==> src/inc/drasq_defs.vh <==
// Purpose: constants for the dram request arbiter and sequencer
// Assumes: included by its bare name
// Notes:   request codes and state codes are binary
`ifndef DRASQ_DEFS_VH
`define DRASQ_DEFS_VH
// request type codes
`define DRASQ_REQ_FILL32   4'h0
`define DRASQ_REQ_FILL16   4'h1
`define DRASQ_REQ_LW_RD    4'h2
`define DRASQ_REQ_LW_WR    4'h3
`define DRASQ_REQ_WD_WR    4'h4
`define DRASQ_REQ_HW_WR    4'h5
`define DRASQ_REQ_BY_WR    4'h6
// states
`define DRASQ_ST_IDLE      4'h0
`define DRASQ_ST_CHECK     4'h1
`define DRASQ_ST_PRE       4'h2
`define DRASQ_ST_ROW       4'h3
`define DRASQ_ST_COL       4'h4
`define DRASQ_ST_CASOFF    4'h5
`define DRASQ_ST_RCAS      4'h6
`define DRASQ_ST_RRAS      4'h7
`define DRASQ_ST_REND      4'h8
// beats per fill, minus one
`define DRASQ_BEATS32      2'h3
`define DRASQ_BEATS16      2'h1
// reset values
`define DRASQ_RAS_OFF      4'hf
`define DRASQ_CAS_OFF      2'h3
`define DRASQ_ADDR_RST     12'h000
`endif

==> src/drasq_top.v <==
// Purpose: arbitrates translation and refresh requests, sequences dram cycles
// Assumes: requester waits for op_done before issuing another request
// Notes:   data alignment and parity live in the neighbouring unit
`timescale 1ns/1ps
`include "drasq_defs.vh"

module drasq_top
(
   // clock and reset
   input  wire        mclk_in,
   input  wire        reset_n_in,
   // translation requester
   input  wire        request_issue_strobe_in,
   input  wire [3:0]  request_type_code_in,
   input  wire [30:0] translated_address_bus_in,
   output reg         op_done_out,
   // refresh requester
   input  wire        refresh_req_in,
   output reg         refresh_ack_out,
   // dram pins
   output reg  [3:0]  ras_n_out,
   output reg  [1:0]  cas_n_out,
   output reg         we_n_out,
   output reg  [11:0] dram_muxed_address_out,
   // data align and parity unit
   output reg         read_capture_out,
   output reg         merge_latch_out,
   output reg         merge_write_out,
   output reg  [1:0]  merge_lane_out
);

   reg         pend_q;
   reg  [3:0]  pend_type_q;
   reg  [26:0] pend_pa_q;
   reg  [3:0]  state_q;
   reg  [3:0]  type_q;
   reg  [26:0] pa_q;
   reg  [8:0]  col_q;
   reg  [1:0]  beats_q;
   reg         rmw_wr_q;
   reg         last_mmu_q;
   reg         op_ref_q;
   reg  [3:0]  ras_pos_q;
   reg  [3:0]  open_v_q;
   reg  [11:0] open_row_q [0:3];
   integer     i;

   // decode of pending address
   wire [1:0]  pend_bank;
   wire [11:0] pend_row;
   wire        pend_paged;
   assign pend_bank  = pend_pa_q[26:25];
   assign pend_row   = {pend_pa_q[23], pend_pa_q[24], pend_pa_q[22],
                        pend_pa_q[20:12]};
   assign pend_paged = open_v_q[pend_bank] &&
                       (open_row_q[pend_bank] == pend_row);

   // current op decode
   wire [11:0] cur_row;
   wire [11:0] cur_col;
   wire        is_rmw;
   wire        is_wr;
   wire        is_word;
   wire [1:0]  cas_sel;
   assign cur_row = {pa_q[23], pa_q[24], pa_q[22], pa_q[20:12]};
   assign cur_col = {1'b0, pa_q[23], pa_q[21], col_q};
   assign is_rmw  = (type_q == `DRASQ_REQ_HW_WR) ||
                    (type_q == `DRASQ_REQ_BY_WR);
   assign is_wr   = (type_q == `DRASQ_REQ_LW_WR) ||
                    (type_q == `DRASQ_REQ_WD_WR) || rmw_wr_q;
   assign is_word = is_rmw || (type_q == `DRASQ_REQ_WD_WR);
   assign cas_sel = is_word ? (pa_q[2] ? 2'h1 : 2'h2) : 2'h0;

   // arbitration in idle, in check and at end of operation
   wire at_end;
   wire start_mmu;
   wire start_ref;
   wire go_check;
   assign at_end    = ((state_q == `DRASQ_ST_CASOFF) && (beats_q == 2'h0) &&
                       !(is_rmw && !rmw_wr_q)) ||
                      (state_q == `DRASQ_ST_REND);
   assign start_mmu = pend_q &&
                      ((state_q == `DRASQ_ST_IDLE && !refresh_req_in) ||
                       (state_q == `DRASQ_ST_CHECK) ||
                       (at_end && !(refresh_req_in && last_mmu_q)));
   assign start_ref = refresh_req_in && !start_mmu &&
                      ((state_q == `DRASQ_ST_CHECK) || at_end);
   assign go_check  = (state_q == `DRASQ_ST_IDLE) && refresh_req_in;

   // request capture, set wins over grant
   always @(posedge mclk_in)
   begin
      if (!reset_n_in)
      begin
         pend_q      <= 1'b0;
         pend_type_q <= 4'h0;
         pend_pa_q   <= 27'h0000000;
      end
      else
      begin
         if (request_issue_strobe_in)
         begin
            pend_q      <= 1'b1;
            pend_type_q <= request_type_code_in;
            pend_pa_q   <= translated_address_bus_in[26:0];
         end
         else if (start_mmu)
         begin
            pend_q <= 1'b0;
         end
      end
   end

   // sequencer
   always @(posedge mclk_in)
   begin
      if (!reset_n_in)
      begin
         state_q                <= `DRASQ_ST_IDLE;
         type_q                 <= 4'h0;
         pa_q                   <= 27'h0000000;
         col_q                  <= 9'h000;
         beats_q                <= 2'h0;
         rmw_wr_q               <= 1'b0;
         last_mmu_q             <= 1'b0;
         op_ref_q               <= 1'b0;
         ras_pos_q              <= `DRASQ_RAS_OFF;
         open_v_q               <= 4'h0;
         cas_n_out              <= `DRASQ_CAS_OFF;
         we_n_out               <= 1'b1;
         dram_muxed_address_out <= `DRASQ_ADDR_RST;
         op_done_out            <= 1'b0;
         refresh_ack_out        <= 1'b0;
         read_capture_out       <= 1'b0;
         merge_latch_out        <= 1'b0;
         merge_write_out        <= 1'b0;
         merge_lane_out         <= 2'h0;
         for (i = 0; i < 4; i = i + 1)
         begin
            open_row_q[i] <= 12'h000;
         end
      end
      else
      begin
         op_done_out      <= at_end;
         refresh_ack_out  <= start_ref;
         read_capture_out <= 1'b0;
         merge_latch_out  <= 1'b0;
         if (start_mmu)
         begin
            type_q          <= pend_type_q;
            pa_q            <= pend_pa_q;
            col_q           <= pend_pa_q[11:3];
            rmw_wr_q        <= 1'b0;
            merge_write_out <= 1'b0;
            last_mmu_q      <= 1'b1;
            op_ref_q        <= 1'b0;
            merge_lane_out  <= pend_pa_q[1:0];
            merge_latch_out <= (pend_type_q == `DRASQ_REQ_HW_WR) ||
                               (pend_type_q == `DRASQ_REQ_BY_WR);
            if (pend_type_q == `DRASQ_REQ_FILL32)
            begin
               beats_q <= `DRASQ_BEATS32;
            end
            else if (pend_type_q == `DRASQ_REQ_FILL16)
            begin
               beats_q <= `DRASQ_BEATS16;
            end
            else
            begin
               beats_q <= 2'h0;
            end
            state_q <= pend_paged ? `DRASQ_ST_COL : `DRASQ_ST_PRE;
         end
         else if (start_ref)
         begin
            last_mmu_q <= 1'b0;
            op_ref_q   <= 1'b1;
            state_q    <= `DRASQ_ST_PRE;
         end
         else if (go_check)
         begin
            state_q <= `DRASQ_ST_CHECK;
         end
         else if (at_end)
         begin
            state_q <= `DRASQ_ST_IDLE;
         end
         else
         begin
            case (state_q)
               `DRASQ_ST_PRE:
               begin
                  ras_pos_q <= `DRASQ_RAS_OFF;
                  open_v_q  <= 4'h0;
                  state_q   <= op_ref_q ? `DRASQ_ST_RCAS : `DRASQ_ST_ROW;
               end
               `DRASQ_ST_ROW:
               begin
                  dram_muxed_address_out      <= cur_row;
                  ras_pos_q[pa_q[26:25]]      <= 1'b0;
                  open_v_q[pa_q[26:25]]       <= 1'b1;
                  open_row_q[pa_q[26:25]]     <= cur_row;
                  state_q                     <= `DRASQ_ST_COL;
               end
               `DRASQ_ST_COL:
               begin
                  dram_muxed_address_out <= cur_col;
                  cas_n_out              <= cas_sel;
                  we_n_out               <= !is_wr;
                  merge_write_out        <= rmw_wr_q;
                  state_q                <= `DRASQ_ST_CASOFF;
               end
               `DRASQ_ST_CASOFF:
               begin
                  state_q          <= `DRASQ_ST_COL;
                  if (beats_q != 2'h0)
                  begin
                     beats_q <= beats_q - 2'h1;
                     if (type_q == `DRASQ_REQ_FILL32)
                     begin
                        col_q <= {col_q[8:2], col_q[1:0] + 2'h1};
                     end
                     else
                     begin
                        col_q <= {col_q[8:1], ~col_q[0]};
                     end
                  end
                  else
                  begin
                     rmw_wr_q <= 1'b1;
                  end
               end
               `DRASQ_ST_RCAS:
               begin
                  cas_n_out <= 2'h0;
                  state_q   <= `DRASQ_ST_RRAS;
               end
               `DRASQ_ST_RRAS:
               begin
                  ras_pos_q <= 4'h0;
                  state_q   <= `DRASQ_ST_REND;
               end
               `DRASQ_ST_IDLE:
               begin
                  state_q <= `DRASQ_ST_IDLE;
               end
               default:
               begin
                  state_q <= `DRASQ_ST_IDLE;
               end
            endcase
         end
         if (state_q == `DRASQ_ST_REND)
         begin
            ras_pos_q <= `DRASQ_RAS_OFF;
            cas_n_out <= `DRASQ_CAS_OFF;
         end
         // column release on every beat, the last one included
         if (state_q == `DRASQ_ST_CASOFF)
         begin
            cas_n_out        <= `DRASQ_CAS_OFF;
            we_n_out         <= 1'b1;
            merge_write_out  <= 1'b0;
            read_capture_out <= !is_wr;
         end
      end
   end

   // row strobes relaunched on the falling edge
   always @(negedge mclk_in)
   begin
      if (!reset_n_in)
      begin
         ras_n_out <= `DRASQ_RAS_OFF;
      end
      else
      begin
         ras_n_out <= ras_pos_q;
      end
   end

endmodule // drasq_top

==> config.mk <==
export PLATFORM = sky130hd
export DESIGN_NAME = drasq_top
export DESIGN_NICKNAME = d
export VERILOG_FILES = /design/src/drasq_top.v
export VERILOG_INCLUDE_DIRS = /design/src /design/src/inc
export SDC_FILE = /design/constraint.sdc
export NUM_CORES = 1
export LEC_CHECK = 0
export BUFFER_PORTS_ARGS = -buffer_cell sky130_fd_sc_hd__buf_2
export CAP_MARGIN = 10
export CORE_ASPECT_RATIO = 0.6
export CORE_MARGIN = 1
export CORE_UTILIZATION = 53
export DETAILED_ROUTE_END_ITERATION = 8
export PLACE_DENSITY = 0.76
export SYNTH_ARGS = -nofsm -noshare
export SYNTH_HDL_FRONTEND = slang
export SYNTH_SLANG_ARGS = --single-unit
export TNS_END_PERCENT = 50
==> constraint.sdc <==
create_clock -name mclk_in -period 2.82 [get_ports mclk_in]
set_input_delay 0.282 -clock mclk_in [delete_from_list [all_inputs] [get_ports mclk_in]]
set_output_delay 0.282 -clock mclk_in [all_outputs]
set_load 0.005 [all_outputs]
# Word-level counts from Yosys, hierarchy flattened

Memories as Yosys holds them, arrays and structs flattened. A register that Yosys moved wholly into a read port is not among the register bits.
Cells that the tools add are included.

Register bits after elaboration: 115
Bits in writable memories: 48
Output and inout port bits: 26
Word-level logic and storage cells: 168
Memories kept: 1

Memory list:

| memory     | words | width | read ports | clocked after memory_dff | wr ports | RTL line       | text |
|---|---|---|---|---|---|---|---|
| open_row_q | 4     | 12    | 1          | 1                        | 4        | drasq_top.v:45 | `reg [11:0] open_row_q [0:3];` |

Add/sub/neg operators: 2
$lt $le $gt $ge: 3
Eq/ne operators: 19
Muxes and demuxes: 49
Bitwise operators: 10
Reductions and logical operators: 59

Operator list:

| kind                                                       | count |
|---|---|
| == test 4 x 3 -> 1 bit, second input constant              | 9 |
| 2-to-1 mux 2 bit                                           | 18 |
| AND reduction 5 bit                                        | 7 |
| case mux 12 bit (2 select lines)                           | 1 |
| case mux 4 bit (5 select lines)                            | 1 |
| nonzero test 2 bit                                         | 9 |
| 2-to-1 mux 1 bit                                           | 16 |
| 2-to-1 mux 4 bit                                           | 4 |
| == test 12 bit                                             | 1 |
| == test 4 x 2 -> 1 bit, second input constant              | 3 |
| logical AND 1 bit                                          | 12 |
| zero test 4 bit                                            | 3 |
| 2-to-1 mux 12 bit                                          | 1 |
| case mux 4 bit (3 select lines)                            | 1 |
| OR reduction 12 bit                                        | 1 |
| logical OR 1 bit                                           | 9 |
| 2-to-1 mux 9 bit                                           | 1 |
| == test 4 x 1 -> 1 bit, second input constant              | 2 |
| case mux 4 bit (2 select lines)                            | 1 |
| OR reduction 2 bit                                         | 4 |
| inverter 1 bit                                             | 7 |
| zero test 1 bit                                            | 6 |
| less-than comparator 2 x 3 -> 1 bit, second input constant | 2 |
| 2-to-1 mux 3 bit                                           | 2 |
| 18 further kinds                                           | 21 |

# Logic depth before layout (Yosys ltp)

Depth in word-level cells: 18
Mapped depth: 9
Gate-level depth less buffers: 7

==> impl_results.md <==
- TNS Setup: 0 ns
- GP Congestion: 0.834
- Max-Cap Viols: 0
- CTS Hold Buffers Added: 0
- Crit-path cells: buf_12 > mux2i_1 > o22ai_1 > a2111oi_0 > o21ai_0 > a2111o_1 > o211a_1
- Die span in y: 87.8 um
- Synth cell count leaders: nor2_1, dfxtp_1, mux2i_1, edfxtp_1, and3_1
- Fraction of registers with async set/reset: 0%
- Pins over their slew limit: 0
- Worst-path fanout max: 14
- Core Area: 11600 um2
- Post-synth top area share: 32.6%
- Post-Route WL: 14800 um
- Gr usage total: 24.2%
- Row count: 30
- Sink Count: 154
- Most frequent cell after synthesis: nor2_1
- DIE AREA: 12700 um2
- Post-Syn Nets: 653
- LEAKAGE: 3.30 nW
- FF+latch count, synth: 154
- VDD IR max: 0.444 mV
- Buffers plus inverters on the worst setup path: 1
- P_sw: 1.29 mW
- Total clock buffers created by CTS: 17
- Crit start category: register
- Cells after synthesis: 613
- Reg power frac: 45.6%
- Final min period: 2.54 ns
- Root buffer cell: clkbuf_16
- Post-synthesis cell type count: 52
- Worst Tran Pin Value: 0.911 ns
- DRC: 0
- Syn Std Cell Area: 6500 um2
- PostCTS Resize Cnt: 0
- Fill cells: 893
- Reg area: 3560 um2
- Layout cells sized above 1: 17.8%
- Worst-path clk slew: 0.06 ns
- Setup Skew: 0.0287 ns
- Detail Placement HPWL: 9810 um
- Final Net Count: 713
- Drt wl/cell: 17.4 um
- Largest net degree at the start of global routing: 53
- Setup WS pre-CTS: 0.322 ns
- DIE WIDTH: 145 um
- Final hold violation count: 0
- Number of synthesized flops with an enable pin: 48
- Vias/cell: 5.58
- Final setup viols: 0
- Main flop type after synthesis: dfxtp_1
- Ys Warns: 0
- Data arrival, critical path: 2.84 ns
- Synth Area per Inst: 10.6 um2
- Area occupied by multi-input gates: 2740 um2
- Max Clk Rate: 0.394 GHz
- Fin Hold WS: 0.104 ns
- Part of the power in combinational logic: 8.7%
- GR Overflow Total: 0
- Ports: 65
- Drt initial violations: 342
- Rel. slew slack: 39.1%
- Switching part of the total: 23.7%
- Setup CP Type: reg -> reg
- IO Port Bufs: 60
- Via count: 4723
- Final setup margin: 0.283 ns
- Initial antenna violation count: 0
- CTS tree: built
- HP Class: in -> reg
- Fin util: 65.6%
- Antenna-violating nets left: 0
- Outcome: complete, no violations
- Vias in the first global route: 4514
- Final Cycle Share: 90.0%
- Critical path's slowest cell: dfxtp_1
- Pwr Density: 710 nW/um2
- Post-CTS setup buffer count: 0
- Cell taking the most area after synthesis: dfxtp_1
- Area added between synthesis and finish: 17.4%
- Clock network power share: 45.7%
- Initial DRT Pass Iterations: 5
- Cell area after layout: 7630 um2
- Clk Latency, worst-skew pair: 0.44 ns
- First-pass GRT wire length: 23400 um
- Number of antenna diodes: 0
- Critical path's top delay family: compound AO/OA/AOI/OAI gates
- Pint: 4.13 mW
- Placed Area: 6990 um2
- Initial Util: 55.9%
- CTS max path bufs: 2
- RSZ-0062 raised after global routing: no
- WP data required: 3.12 ns
- Max incr delay on CP: 0.50 ns
- CP Capture Type: register
- Synth area leaders: dfxtp_1, edfxtp_1, mux2i_1
- CTS H-Tree Depth: 4
- Sequential share of the synthesized area: 54.8%
-- layer usage --
| layer | vias to the layer above | global-route usage, % | wire length [um] |
|---|---|---|---|
| met3 | 13 | 5.99 | 996 |
| met5 | - | 0 | 0 |
| li1 | 2266 | - | - |
| met2 | 161 | 38.2 | 6480 |
| met1 | 2283 | 32.9 | 7140 |
| met4 | 0 | 8.03 | 136 |
-- state kept, by name, indices dropped and copies added (netlist names), 9 cells and up, named ones only --
signal and cells:
pend_pa_q 27, col_q 9, dram_muxed_address_out 12, open_row_q 48
pa_q 17
-- cells in the final DEF, fill, tap and decap left out, types with 4 or more instances in the layout --
| cell type | instances |
|---|---|
| nor3_1 | 6 |
| a21oi_1 | 15 |
| nor2b_1 | 7 |
| inv_1 | 14 |
| nand2_1 | 24 |
| a31oi_1 | 4 |
| nor2_1 | 108 |
| xor2_1 | 6 |
| and3_1 | 36 |
| o21ai_0 | 13 |
| buf_4 | 16 |
| nand2b_1 | 11 |
| xnor2_1 | 13 |
| edfxtp_1 | 48 |
| mux2i_1 | 91 |
| a211oi_1 | 13 |
| a21o_1 | 4 |
| and2_1 | 16 |
| clkbuf_16 | 17 |
| bufinv_16 | 4 |
| dfxtp_1 | 106 |
| buf_2 | 60 |
-- power by group through the flow --
stage / Clock, mW / Combinational (mW) / Sequential, mW
detailed placement: 0.0110 / 0.468 / 2.52
global route: 2.60 / 0.519 / 2.48
CTS: 2.50 / 0.474 / 2.47
floorplan: 0.0110 / 0.343 / 2.48
global placement: 0.0110 / 0.453 / 2.51
finish: 2.48 / 0.474 / 2.47
-- logic make-up (layout without fill, tap and decap cells) --
group	Yosys count	after routing	share of synthesized area [%]
simple gates	220	220	16.2
buf+inv	51	124	3.39
mux	97	97	15.6
compound gates	71	71	7.26
flops	154	154	54.8
xor+xnor	19	19	2.56
fa+ha+maj	1	1	0.192
-- stage by stage --
| step | std cells | power (mW) |
|---|---|---|
| after floorplan | 613 | 2.83 |
| after global placement | 811 | 2.97 |
| after detailed placement | 811 | 3.00 |
| after CTS | 846 | 5.44 |
| after global routing | 846 | 5.60 |
| final | 846 | 5.42 |
-- cell type report --
class                   instances  share of cell area, %
multi-input cells             408                   35.8
clock inverters                18                   2.93
repair buffers                 77                   5.77
well taps                     160                   2.62
flip-flops and latches        154                   46.7
inverters                      11                  0.541
clock buffers                  18                   5.62
-- tightest hold or removal path, delay by kind of cell --
kind,cells,cell delay (ns)
buffers and inverters,1,0.08
muxes,1,0.05
and+or+nand+nor,1,0.07
-- worst paths after layout --
kind | cells past startpoint | start | slack, ns | end
worst max-delay path | 7 | register | 0.28 | state_q[1]$_SDFF_PN0_
worst min-delay path | 3 | translated_address_bus_in[8] | 0.10 | pend_pa_q[8]$_SDFFE_PN0P_
worst max register to register | 7 | register | 0.28 | state_q[1]$_SDFF_PN0_
worst min register to register | 1 | ras_pos_q[1]$_SDFFE_PP1P_ | 0.46 | ras_pos_q[1]$_SDFFE_PP1P_
(Power assumes the default switching activity.)
